[src/ric_defines.svh]
`ifndef RIC_DEFINES_SVH
`define RIC_DEFINES_SVH

// ----------------------------------------
// Register word offsets on the plain port
// ----------------------------------------
`define RIC_OFS_ENABLE   4'h0
`define RIC_OFS_LATCH    4'h1
`define RIC_OFS_WDCTL    4'h2
`define RIC_OFS_SYSCTL   4'h3
`define RIC_OFS_SELECT   4'h4
`define RIC_OFS_CAUSE    4'h5
`define RIC_OFS_VECTOR   4'h6

// ----------------------------------------
// Field positions
// ----------------------------------------
`define RIC_EN_IMF       0
`define RIC_WD_TRAP_ACT  0
`define RIC_WD_WDOG_ACT  1
`define RIC_WD_RAM_AREA  2
`define RIC_WD_WDOG_EN   3
`define RIC_SC_HI_EN     0
`define RIC_SC_LO_EN     1
`define RIC_SC_CLK_SEL   2
`define RIC_SEL_L11      0
`define RIC_SEL_EXT0     1

// ----------------------------------------
// Vectors, source indices, timing
// ----------------------------------------
`define RIC_VEC_TOP      16'hfffe
`define RIC_SRC_BOOT     4'h0
`define RIC_SRC_SWI      4'h1
`define RIC_MCLK_HZ      25000000
`define RIC_FC_HZ        25000000
`define RIC_MALF_PERIODS 24
`define RIC_MALF_CYCLES  (`RIC_MALF_PERIODS * `RIC_MCLK_HZ / `RIC_FC_HZ)

`endif

[src/ric_pkg.sv]
package ric_pkg;

  // ----------------------------------------
  // Reset and boot sequencing
  // ----------------------------------------
  typedef enum logic [2:0] {
    RIC_PH_RESET = 3'b001,
    RIC_PH_BOOT  = 3'b010,
    RIC_PH_RUN   = 3'b100
  } ric_phase_t;

  // ----------------------------------------
  // Whole state of the controller
  // ----------------------------------------
  typedef struct packed {
    logic        pin_s1;
    logic        pin_s2;
    logic [4:0]  malf_cnt;
    logic        sys_rst_n;
    ric_phase_t  phase;
    logic        master_irq_enable;
    logic [15:4] ef;
    logic [15:2] il;
    logic [15:0] imf_stk;
    logic [3:0]  wdctl;
    logic [2:0]  sysctl;
    logic [1:0]  sel;
    logic        swi_pend;
    logic        pend;
    logic [3:0]  src;
    logic [15:0] vec;
    logic [3:0]  cause;
    logic [15:0] rdata;
  } ric_state_t;

endpackage

[src/ric_top.sv]
`timescale 1ns/1ps
`include "ric_defines.svh"
// What this block does
// - Four reset sources: pin, fetch trap, watchdog, illegal clock disable.
// - A malfunction reset holds internal reset for at most 24 clock periods.
// - Malfunction reset may fire briefly at power-up; tolerated.
// - Reset clears enables, latches, selector and pending requests; stack and cause kept.
// - Reset leaves watchdog enabled.
// - Pin held low twelve periods resets and initialises internal state.
// - On pin release, fetch reset vector FFFE and start there.
// - Fetch from SFR area, or RAM when area select set, traps.
// - Trap action select picks reset (default) or non-maskable interrupt.
// - Watchdog action select picks reset (default) or non-maskable interrupt.
// - Clock reset on three illegal oscillator-disable writes.
// - Illegal disable write leaves oscillators running.
// - Seventeen sources, one shared level, four non-maskable.
// - Nesting allowed once software re-enables interrupts in a handler.
// - Each source has its vector and, where present, its request latch.
// - Maskable request needs master enable and its own enable.
// - Fixed priority; software and illegal-opcode first, then trap, then watchdog.
// - Software and illegal-opcode interrupts have no latch, share FFFC.
// - Trap uses latch 2 vector FFFA; watchdog latch 3 vector FFF8.
// - Source n uses bit n, vector FFF6-2(n-4); ext0 needs pin enable.
// - Level 11 serves timer four or ext pin 3 by select bit.
// - Source selector register picks the shared level's source.
// - Latch clears when the core accepts its interrupt.
// - Acceptance pushes then clears master enable; return restores it.
// - Writing 0 clears a latch; writing 1 never sets one.
module ric_top
  import ric_pkg::*;
#(
  parameter logic [15:0] SFR_BASE = 16'h0000,
  parameter logic [15:0] SFR_LAST = 16'h003f,
  parameter logic [15:0] RAM_BASE = 16'h0040,
  parameter logic [15:0] RAM_LAST = 16'h013f
) (
  input  wire logic        mclk,               // Main clock
  input  wire logic        reset_n,            // Power-on reset, sync
  input  wire logic        ext_reset_pin_n,    // Reset pin, asynchronous
  input  wire logic [3:0]  reg_addr,           // Register word index
  input  wire logic [15:0] reg_wdata,          // Write data
  input  wire logic        reg_wr,             // Write strobe
  input  wire logic        reg_rd,             // Read strobe
  output logic      [15:0] reg_rdata,          // Read data, next cycle
  input  wire logic        fetch_valid,        // Core opcode fetch
  input  wire logic [15:0] fetch_addr,         // Fetch address
  input  wire logic        wdog_timeout,       // Watchdog expiry pulse
  input  wire logic        software_irq,       // Software interrupt pulse
  input  wire logic        illegal_opcode_irq, // Undefined opcode pulse
  input  wire logic        ext_pin0_irq,       // Level 4 request
  input  wire logic        ext_pin1_irq,       // Level 5 request
  input  wire logic        time_base_irq,      // Level 6 request
  input  wire logic        timer_one_irq,      // Level 7 request
  input  wire logic        serial_rx_irq,      // Level 8 request
  input  wire logic        serial_tx_irq,      // Level 9 request
  input  wire logic        timer_three_irq,    // Level 10 request
  input  wire logic        timer_four_irq,     // Level 11, select 0
  input  wire logic        ext_pin3_irq,       // Level 11, select 1
  input  wire logic        converter_done_irq, // Level 12 request
  input  wire logic        sync_serial_irq,    // Level 13 request
  input  wire logic        ext_pin4_irq,       // Level 14 request
  input  wire logic        ext_pin5_irq,       // Level 15 request
  input  wire logic        irq_ack,            // Core took the vector
  input  wire logic        reti_strobe,        // Return from interrupt
  output logic             core_reset_n,       // Internal reset, low active
  output logic             irq_req,            // Vector waiting for core
  output logic      [15:0] irq_vector,         // Vector address
  output logic             high_osc_enable,    // High oscillator on
  output logic             low_osc_enable,     // Low oscillator on
  output logic             main_clk_sel,       // 1 = low clock is main
  output logic             wdog_enable         // Watchdog run enable
);

  // ----------------------------------------
  // Parameter checks
  // ----------------------------------------
  if (SFR_LAST < SFR_BASE || RAM_LAST < RAM_BASE) begin : g_bad_area
    $error("ric_top: trap area bounds reversed");
  end
  // The hold counter is five bits wide and must run at least once
  if (`RIC_MALF_CYCLES < 1 || `RIC_MALF_CYCLES > 31) begin : g_bad_hold
    $error("ric_top: malfunction hold does not fit the counter");
  end

  // ----------------------------------------
  // Constants and helpers
  // ----------------------------------------
  // Hold length in main clock cycles, cut to the counter width
  localparam logic [4:0] MALF_CYC = 5'(`RIC_MALF_CYCLES);
  localparam logic [3:0] WDCTL_RST = 4'hf;
  localparam logic [2:0] SYSCTL_RST = 3'h1;

  // Power-on values; the pin is taken as low until sampled
  localparam ric_state_t RST_S = '{
    pin_s1: 1'b0, pin_s2: 1'b0, malf_cnt: 5'h00, sys_rst_n: 1'b0,
    phase: RIC_PH_RESET, master_irq_enable: 1'b0, ef: 12'h000, il: 14'h0000,
    imf_stk: 16'h0000, wdctl: WDCTL_RST, sysctl: SYSCTL_RST,
    sel: 2'h0, swi_pend: 1'b0, pend: 1'b0, src: 4'h0,
    vec: 16'h0000, cause: 4'h0, rdata: 16'h0000};

  // Address inside an inclusive window
  function automatic logic in_area(input logic [15:0] a,
                                   input logic [15:0] lo,
                                   input logic [15:0] hi);
    in_area = (a >= lo) && (a <= hi);
  endfunction

  // Lowest set index wins, so the lower level has priority
  function automatic logic [3:0] first_set(input logic [15:0] m);
    first_set = 4'h0;
    for (int i = 15; i >= 0; i--) begin
      if (m[i]) begin
        first_set = 4'(i);
      end
    end
  endfunction

  // Vector table steps down two bytes per source index
  function automatic logic [15:0] vec_of(input logic [3:0] idx);
    vec_of = `RIC_VEC_TOP - {11'h000, idx, 1'b0};
  endfunction

  // Register read mux
  function automatic logic [15:0] rd_word(input ric_state_t s,
                                          input logic [3:0] a);
    rd_word = 16'h0000;
    unique case (a)
      `RIC_OFS_ENABLE: rd_word = {s.ef, 3'h0, s.master_irq_enable};
      `RIC_OFS_LATCH:  rd_word = {s.il, 2'h0};
      `RIC_OFS_WDCTL:  rd_word = {12'h000, s.wdctl};
      `RIC_OFS_SYSCTL: rd_word = {13'h0000, s.sysctl};
      `RIC_OFS_SELECT: rd_word = {14'h0000, s.sel};
      `RIC_OFS_CAUSE:  rd_word = {12'h000, s.cause};
      `RIC_OFS_VECTOR: rd_word = s.vec;
      default:         rd_word = 16'h0000;
    endcase
  endfunction

  // ----------------------------------------
  // State and combinational terms
  // ----------------------------------------
  ric_state_t  s_q;
  ric_state_t  s_d;
  logic        in_reset;
  logic        trap_hit;
  logic        sys_wr;
  logic        clr_hi;
  logic        clr_lo;
  logic        clk_fault;
  logic        trap_rst;
  logic        wdog_rst;
  logic        malf;
  logic [15:2] set_il;
  logic [15:0] nmi_m;
  logic [15:0] mask_m;
  logic        l11_req;

  // ----------------------------------------
  // Next-state logic
  // ----------------------------------------
  always_comb begin
    s_d = s_q;
    // Read data lasts one cycle, zero otherwise
    s_d.rdata = 16'h0000;

    s_d.pin_s1 = ext_reset_pin_n;
    s_d.pin_s2 = s_q.pin_s1;

    // Any low level that survives two flops resets; no filter
    // pin low or counter running holds reset
    in_reset = ~s_q.pin_s2 | (s_q.malf_cnt != 5'h00);

    // Windows are parameters so a smaller part can shrink them
    // trap on SFR fetch, or RAM when enabled
    trap_hit = fetch_valid &&
               (in_area(fetch_addr, SFR_BASE, SFR_LAST) ||
                (s_q.wdctl[`RIC_WD_RAM_AREA] &&
                 in_area(fetch_addr, RAM_BASE, RAM_LAST)));

    // Only clearing an enable that is set counts as a disable
    // illegal oscillator disable write
    sys_wr = reg_wr && (reg_addr == `RIC_OFS_SYSCTL);
    clr_hi = sys_wr & s_q.sysctl[`RIC_SC_HI_EN] & ~reg_wdata[`RIC_SC_HI_EN];
    clr_lo = sys_wr & s_q.sysctl[`RIC_SC_LO_EN] & ~reg_wdata[`RIC_SC_LO_EN];
    clk_fault = (clr_hi & clr_lo) |
                (clr_hi & ~s_q.sysctl[`RIC_SC_CLK_SEL]) |
                (clr_lo & s_q.sysctl[`RIC_SC_CLK_SEL]);

    // trap reset when its action bit is set
    trap_rst = trap_hit & s_q.wdctl[`RIC_WD_TRAP_ACT];
    // watchdog reset when its action bit is set
    wdog_rst = wdog_timeout & s_q.wdctl[`RIC_WD_WDOG_ACT];
    // Gated by the hold so a cause during reset cannot restart it
    // three malfunction sources
    malf = ~in_reset & (trap_rst | wdog_rst | clk_fault);

    // hold counter, loaded once, counts to zero
    if (malf) begin
      s_d.malf_cnt = MALF_CYC;
    end else if (s_q.malf_cnt != 5'h00) begin
      s_d.malf_cnt = s_q.malf_cnt - 5'h01;
    end

    // Survives internal reset so software can tell why it restarted
    // Reset cause: write 1 clears, a new cause wins
    if (reg_wr && reg_addr == `RIC_OFS_CAUSE) begin
      s_d.cause = s_q.cause & ~reg_wdata[3:0];
    end
    s_d.cause = s_d.cause |
                {clk_fault & malf, wdog_rst & malf, trap_rst & malf, ~s_q.pin_s2};

    // Registered so the core never sees a decode glitch
    // one registered internal reset
    s_d.sys_rst_n = ~in_reset;

    // A select change does not move a request already latched
    // Level 11 source chosen by the selector
    // shared level
    l11_req = s_q.sel[`RIC_SEL_L11] ? ext_pin3_irq : timer_four_irq;

    // trap and watchdog interrupts on latches 2 and 3
    set_il = {ext_pin5_irq, ext_pin4_irq, sync_serial_irq,
              converter_done_irq, l11_req, timer_three_irq,
              serial_tx_irq, serial_rx_irq, timer_one_irq,
              time_base_irq, ext_pin1_irq, ext_pin0_irq,
              wdog_timeout & ~s_q.wdctl[`RIC_WD_WDOG_ACT],
              trap_hit & ~s_q.wdctl[`RIC_WD_TRAP_ACT]};

    // non-maskable candidates, trap latch ahead of watchdog latch
    nmi_m = {12'h000, s_q.il[3:2], 2'h0};
    // maskable needs master and own enable
    // ext0 also needs its pin enable
    mask_m = {s_q.il[15:5] & s_q.ef[15:5],
              s_q.il[4] & s_q.ef[4] & s_q.sel[`RIC_SEL_EXT0],
              4'h0} & {16{s_q.master_irq_enable}};

    // Requests seen during the hold are dropped
    if (in_reset) begin
      // enables and latches cleared, stack kept
      s_d.master_irq_enable = 1'b0;
      s_d.ef = '0;
      s_d.il = '0;
      // watchdog left enabled, clocks back to defaults
      s_d.wdctl = WDCTL_RST;
      s_d.sysctl = SYSCTL_RST;
      s_d.sel = 2'h0;
      s_d.swi_pend = 1'b0;
      s_d.pend = 1'b0;
      s_d.phase = RIC_PH_RESET;
    end else begin
      // Software sees its writes one cycle later
      // Register writes
      if (reg_wr) begin
        unique case (reg_addr)
          `RIC_OFS_ENABLE: begin
            s_d.master_irq_enable = reg_wdata[`RIC_EN_IMF];
            s_d.ef = reg_wdata[15:4];
          end
          `RIC_OFS_LATCH: begin
            s_d.il = s_q.il & reg_wdata[15:2];
          end
          `RIC_OFS_WDCTL: begin
            s_d.wdctl = reg_wdata[3:0];
          end
          `RIC_OFS_SYSCTL: begin
            // an illegal disable write is dropped
            if (!clk_fault) begin
              s_d.sysctl = reg_wdata[2:0];
            end
          end
          `RIC_OFS_SELECT: begin
            s_d.sel = reg_wdata[1:0];
          end
          default: begin
          end
        endcase
      end

      // Return first, so a same-cycle acceptance still pushes
      // return restores the pushed master enable
      if (reti_strobe) begin
        s_d.master_irq_enable = s_q.imf_stk[0];
        s_d.imf_stk = {1'b0, s_q.imf_stk[15:1]};
      end

      // Sixteen nesting levels; a deeper chain loses the oldest enable
      // Core acknowledges the presented vector
      if (irq_ack && s_q.pend) begin
        s_d.pend = 1'b0;
        if (s_q.phase == RIC_PH_BOOT) begin
          s_d.phase = RIC_PH_RUN;
        end else begin
          s_d.imf_stk = {s_q.imf_stk[14:0], s_q.master_irq_enable};
          s_d.master_irq_enable = 1'b0;
          if (s_q.src >= 4'h2) begin
            s_d.il[s_q.src] = 1'b0;
          end
          if (s_q.src == `RIC_SRC_SWI) begin
            s_d.swi_pend = 1'b0;
          end
        end
      end

      // Late software clears must not hide a fresh event
      // New requests win over any clear this cycle
      s_d.il = s_d.il | set_il;
      // no latch, only a hold until accepted
      s_d.swi_pend = s_d.swi_pend | software_irq | illegal_opcode_irq;

      // Boot vector goes out before any source is considered
      // first free cycle presents the reset vector
      if (s_q.phase == RIC_PH_RESET) begin
        s_d.phase = RIC_PH_BOOT;
        s_d.pend = 1'b1;
        s_d.src = `RIC_SRC_BOOT;
        s_d.vec = `RIC_VEC_TOP;
      end else if (s_q.phase == RIC_PH_RUN && !s_q.pend) begin
        // a handler that sets master enable may be preempted
        if (s_q.swi_pend) begin
          s_d.pend = 1'b1;
          s_d.src = `RIC_SRC_SWI;
        end else if (nmi_m != 16'h0000) begin
          s_d.pend = 1'b1;
          s_d.src = first_set(nmi_m);
        end else if (mask_m != 16'h0000) begin
          s_d.pend = 1'b1;
          s_d.src = first_set(mask_m);
        end
        s_d.vec = vec_of(s_d.src);
      end
    end

    // Read data valid in the cycle after the strobe only
    if (reg_rd) begin
      s_d.rdata = rd_word(s_q, reg_addr);
    end
  end

  // ----------------------------------------
  // State register
  // ----------------------------------------
  // Synchronous reset only; the pin reaches state through the flops
  // counter starts clear here, so no spurious pulse in this model
  always_ff @(posedge mclk) begin
    if (!reset_n) begin
      s_q <= RST_S;
    end else begin
      s_q <= s_d;
    end
  end

  // ----------------------------------------
  // Outputs, all straight from the state register
  // ----------------------------------------
  // No logic between state and pins, so outputs cannot glitch
  assign core_reset_n    = s_q.sys_rst_n;
  assign irq_req         = s_q.pend;
  assign irq_vector      = s_q.vec;
  assign reg_rdata       = s_q.rdata;
  assign high_osc_enable = s_q.sysctl[`RIC_SC_HI_EN];
  assign low_osc_enable  = s_q.sysctl[`RIC_SC_LO_EN];
  assign main_clk_sel    = s_q.sysctl[`RIC_SC_CLK_SEL];
  assign wdog_enable     = s_q.wdctl[`RIC_WD_WDOG_EN];

endmodule

[config.mk]
export PLATFORM = sky130hd
export DESIGN_NAME = ric_top
export DESIGN_NICKNAME = d
export VERILOG_FILES = /design/src/ric_pkg.sv /design/src/ric_top.sv
export VERILOG_INCLUDE_DIRS = /design/src
export SDC_FILE = /design/constraint.sdc
export NUM_CORES = 1
export LEC_CHECK = 0
export BUFFER_PORTS_ARGS = -buffer_cell sky130_fd_sc_hd__buf_2
export CORE_UTILIZATION = 35
export CTS_CLUSTER_DIAMETER = 30
export CTS_CLUSTER_SIZE = 24
export DETAILED_ROUTE_END_ITERATION = 8
export GPL_TIMING_DRIVEN = 0
export PLACE_DENSITY = 0.62
export RECOVER_POWER = 50
export SLEW_MARGIN = 20
export SYNTH_ARGS = -nofsm -noshare
export SYNTH_HDL_FRONTEND = slang
export SYNTH_SLANG_ARGS = --single-unit
[constraint.sdc]
create_clock -name mclk -period 4.3 [get_ports mclk]
set_input_delay 0.215 -clock mclk [delete_from_list [all_inputs] [get_ports mclk]]
set_output_delay 0.215 -clock mclk [all_outputs]
set_load 0.05 [all_outputs]
After elaboration in Yosys (flattened, before gate mapping)
Cells that the tools add are included.
- add/sub/neg operators: 2
- order comparisons: 7
- equality and inequality tests: 10
- muxes and demuxes: 51
- bitwise gates (word level): 42
- reduce and logical (&&, ||, !) cells: 32
- operators with widths (operator ; number):
    16-bit one-hot mux with 7 select lines ; 1
    30-bit 2-to-1 mux ; 3
    4-bit 2-to-1 mux ; 18
    27-bit 2-to-1 mux ; 2
    21-bit 2-to-1 mux ; 2
    5-bit 2-to-1 mux ; 8
    14-bit AND ; 2
    14-bit 2-to-1 mux ; 2
    1-bit AND ; 17
    16-bit AND ; 1
    16-bit by 1-bit >= comparator with 1-bit output (second input constant) ; 1
    16-bit by 7-bit >= comparator with 1-bit output (second input constant) ; 1
    16-bit by 6-bit <= comparator with 1-bit output (second input constant) ; 1
    16-bit by 9-bit <= comparator with 1-bit output (second input constant) ; 1
    16-bit 2-to-1 mux ; 1
    16-bit nonzero test ; 1
    14-bit inverter ; 1
    14-bit OR ; 1
    2-bit AND reduction ; 7
    2-bit nonzero test ; 7
    13-bit 2-to-1 mux ; 1
    4-bit by 3-bit equality test with 1-bit output (second input constant) ; 3
    11-bit AND ; 1
    2-bit 2-to-1 mux ; 5
    26 further kinds ; 56
- register bits: 105
- input port bits: 60
- output and inout port bits: 38
- logic and storage cells: 164

Longest topological paths before layout
- depth in word-level cells: 28
- mapped depth: 9
- gate-level depth less buffers: 8

Worst setup path after synthesis
Ideal clock, no wire load.
- kind: reg-to-reg
- from: register s_q, in the netlist irq_req
- to: register s_q[73] in the netlist's numbering
- setup time: 132 ps
- arrival: 1717 ps
- data required time: 4168 ps
- slack: 2451 ps
- cell stages (with the launch flop): 7
- buffers on the path: 1
- clock period less this slack: 1849 ps
- cells stage by stage: dfxtp_1 > nand2_1 > nor2_1 > buf_2 > nand2_1 > o221ai_1 > a21oi_1
- word-level cells in the longest chain between the ends: 4
- RTL lines (item ; line ; text):
    from (decl) ; ric_top.sv:142 ; ric_state_t s_q;
    from (signal assigned) ; ric_top.sv:346 ; s_q <= RST_S;
    from (signal assigned) ; ric_top.sv:348 ; s_q <= s_d;
    1-bit logical AND ; ric_top.sv:288 ; if (irq_ack && s_q.pend) begin
    30-bit 2-to-1 mux ; ric_top.sv:288 ;
    30-bit 2-to-1 mux ; ric_top.sv:238 ; if (in_reset) begin
    14-bit OR ; ric_top.sv:306 ; s_d.il = s_d.il | set_il;
No other way between the ends. The select of a mux whose other input is x is not followed.
A chain may end at the register's enable or synchronous reset.

Final worst setup path
- from: register s_q[98] in the netlist's numbering
- to: register s_q[69] in the netlist's numbering
- word-level cells in the longest chain between the ends: 3
- RTL lines (item ; line ; text):
    5-bit nonzero test ; ric_top.sv:171 ; in_reset = ~s_q.pin_s2 | (s_q.malf_cnt != 5'h00);
    1-bit OR ; ric_top.sv:171 ;
    2-bit OR reduction (no line) ; -- ;
No other way between the ends.

==> flow_summary.json <==
{
  "antenna_found_initial": 0,
  "cts_setup_buffers": 0,
  "async_flop_share": 0,
  "final_cells": 794,
  "crit_fanout": 10,
  "crit_path_end_kind": "flop",
  "r2r-start": "s_q[98]",
  "die-width_um": 116,
  "place.port_buffers": 88,
  "synth_cells": 518,
  "hold_buffers": 0,
  "cp_data_arrival_time_ps": 3200,
  "syn_to_final_growth_pct": 19.2,
  "min_path_type": "in -> reg",
  "cts_inserted_buffers": 9,
  "clk_path_buf_depth": 2,
  "worstHoldStart": "ext_reset_pin_n",
  "fin_crit_ps": 2930,
  "clock_sink_count": 94,
  "synth_edf_count": 0,
  "rsz0062_at_grt": "no",
  "clk_latency_ps": 350,
  "start_util": 0.360,
  "start_kind": "flop",
  "cts_resized": 0,
  "drt-initial-drc-count": 288,
  "fin_tns_setup_ps": 0,
  "grt_max_degree": 17,
  "core_um2": 12700,
  "fillers": 1297,
  "status": "finished, final reports clean",
  "die_h_um": 116,
  "yosys_warnings": 0,
  "fin_crit_sh": 0.681,
  "cts_tree": "done",
  "grt_pass1_vias": 3777,
  "final_cell_mix": "dfxtp_1 (94), nand2_1 (61), a21oi_1 (60)",
  "drv_cap": 0,
  "leakage_nw": 1.94,
  "power_mw": 2.12,
  "cp.required_ps": 4580,
  "syn_nets": 579,
  "tightest_slew_ps": 1240,
  "synthFlopType": "dfxtp_1",
  "synth-seq-cells": 94,
  "diodes": 0,
  "synthDistinctLibCells": 57,
  "h-tree-depth": 3,
  "stdcell_area_um2": 5430,
  "worstHoldEndpoint": "s_d[103]",
  "track_usage": 0.186,
  "timing.fmax_ghz": 0.342,
  "place_area_um2": 5210,
  "wl_per_cell_um": 15.2,
  "io_pins": 98,
  "final_layout_size_suffix_gt1_frac": 0.209,
  "final-setup-viol-count": 0,
  "drc": 0,
  "power_density_nw_per_um2": 391,
  "gp_congestion": 0.872,
  "r2r-end": "s_q[69]",
  "slew_headroom": 0.165,
  "clock_skew_ps": 8.90,
  "r2r_slack_ps": 1370,
  "synth_area_um2": 4560,
  "drv_slew": 0,
  "avgSynthCellArea_um2": 8.79,
  "drtPass1Iterations": 5,
  "min_path_cells": 2,
  "mostFrequentLayoutCell": "dfxtp_1",
  "worst_ir_drop_vdd_uv": 204,
  "ys_seq_area_frac": 0.413,
  "antenna_left": 0,
  "ff2ff_path_depth": 8,
  "fp.dieArea_um2": 13500,
  "vias": 4090,
  "hold_viol": 0,
  "core.rowCount": 41,
  "vias_per_cell": 5.15,
  "placedCellCount": 778,
  "critPathKind": "reg -> reg",
  "wl_mm": 12.1,
  "grt_pass1_wl_mm": 19.0,
  "utilization": 0.429,
  "grt_remaining_overflow": 0,
  "cts-root-buf": "clkbuf_16",
  "dp_hpwl_mm": 9.19,
  "cts.clk_slew.worst_paths_ps": 70,
  "fin_nets": 678
}
logic make-up after synthesis:
group,share of synthesized area
AO/OA/AOI/OAI,0.247
XOR/XNOR,0.00192
adder cells (fa/ha/maj),0.00275
buffers and inverters,0.0970
flip-flops,0.413
multiplexers,0.0558
other,0.000823
AND/OR/NAND/NOR,0.182
state kept, by name, summed over array words and instances (netlist names):
register / flops
s_d: 1
s_q: 64
irq_vector: 5
main_clk_sel: 1
core_reset_n: 1
irq_req: 1
reg_rdata: 16
low_osc_enable: 1
wdog_enable: 1
high_osc_enable: 1
nmi_m: 2
cell usage after synthesis, drive strengths merged (2+ instances only):
cell,count,area [um^2]
inv,19,71.3
a31oi,3,18.8
clkinv,2,7.51
nor3,10,50.1
o221ai,14,123
nand3,17,85.1
o21ai,16,80.1
a22o,5,43.8
buf,41,307
nor2b,4,25.0
dfxtp,94,1880
nand2,61,231
and2,4,25.0
a211oi,16,195
clkbuf,15,56.3
o21a,7,67.6
a21oi,60,300
nor2,38,143
nor4b,7,97.6
nor3b,5,42.5
nand2b,7,43.8
a32o,3,30.0
a22oi,20,150
mux2i,22,220
mux2,3,33.8
nor4,2,27.5
or3,3,18.8
worst max-delay path by stage:
stage	start	end	slack [ps]
final	s_q[98]	s_q[69]	1370
after global routing	s_q[98]	s_q[80]	1120
after CTS	s_q[98]	irq_req	2130
after detailed placement	s_q[98]	s_q[43]	2160
after global placement	s_q[98]	s_q[96]	2200
after floorplan	irq_req	s_q[73]	2450
final cells by class:
class	count	area, um^2	area share
inverters	21	78.8	0.0145
well taps	172	215	0.0396
multi-input cells	347	2190	0.404
clock inverters	5	63.8	0.0118
flip-flops and latches	94	1880	0.347
clock buffers	11	243	0.0447
repair buffers	88	393	0.0724
plain buffers	56	363	0.0668
power by group:
part           switching [mW]  internal (mW)
sequential             0.0400          0.911
clock                   0.354          0.472
combinational           0.219          0.125
total                   0.613           1.51
critical path: stages, from the launching register on:
cell and delay (ps):
dfxtp_1 340, inv_1 60, ha_1 200, nor4b_1 1000, and2_0 250, buf_6 140, nand2_1 240, clkbuf_1 390
a21oi_1 210
per-stage QoR:
stage,setup slack (ps),hold WS [ps]
floorplan,2450,339
global placement,2200,415
detailed placement,2160,423
CTS,2130,77.1
global route,1120,88.1
finish,1370,85.9
metal layers:
layer	part of all wire	global-route usage	wire length (um)	vias up
met5	0	0	0	-
met4	0.011	0.0487	129	0
met3	0.055	0.0481	668	13
met2	0.48	0.317	5840	100
met1	0.45	0.231	5450	1935
li1	-	-	-	2042
Power figures use the tool's default switching activity.
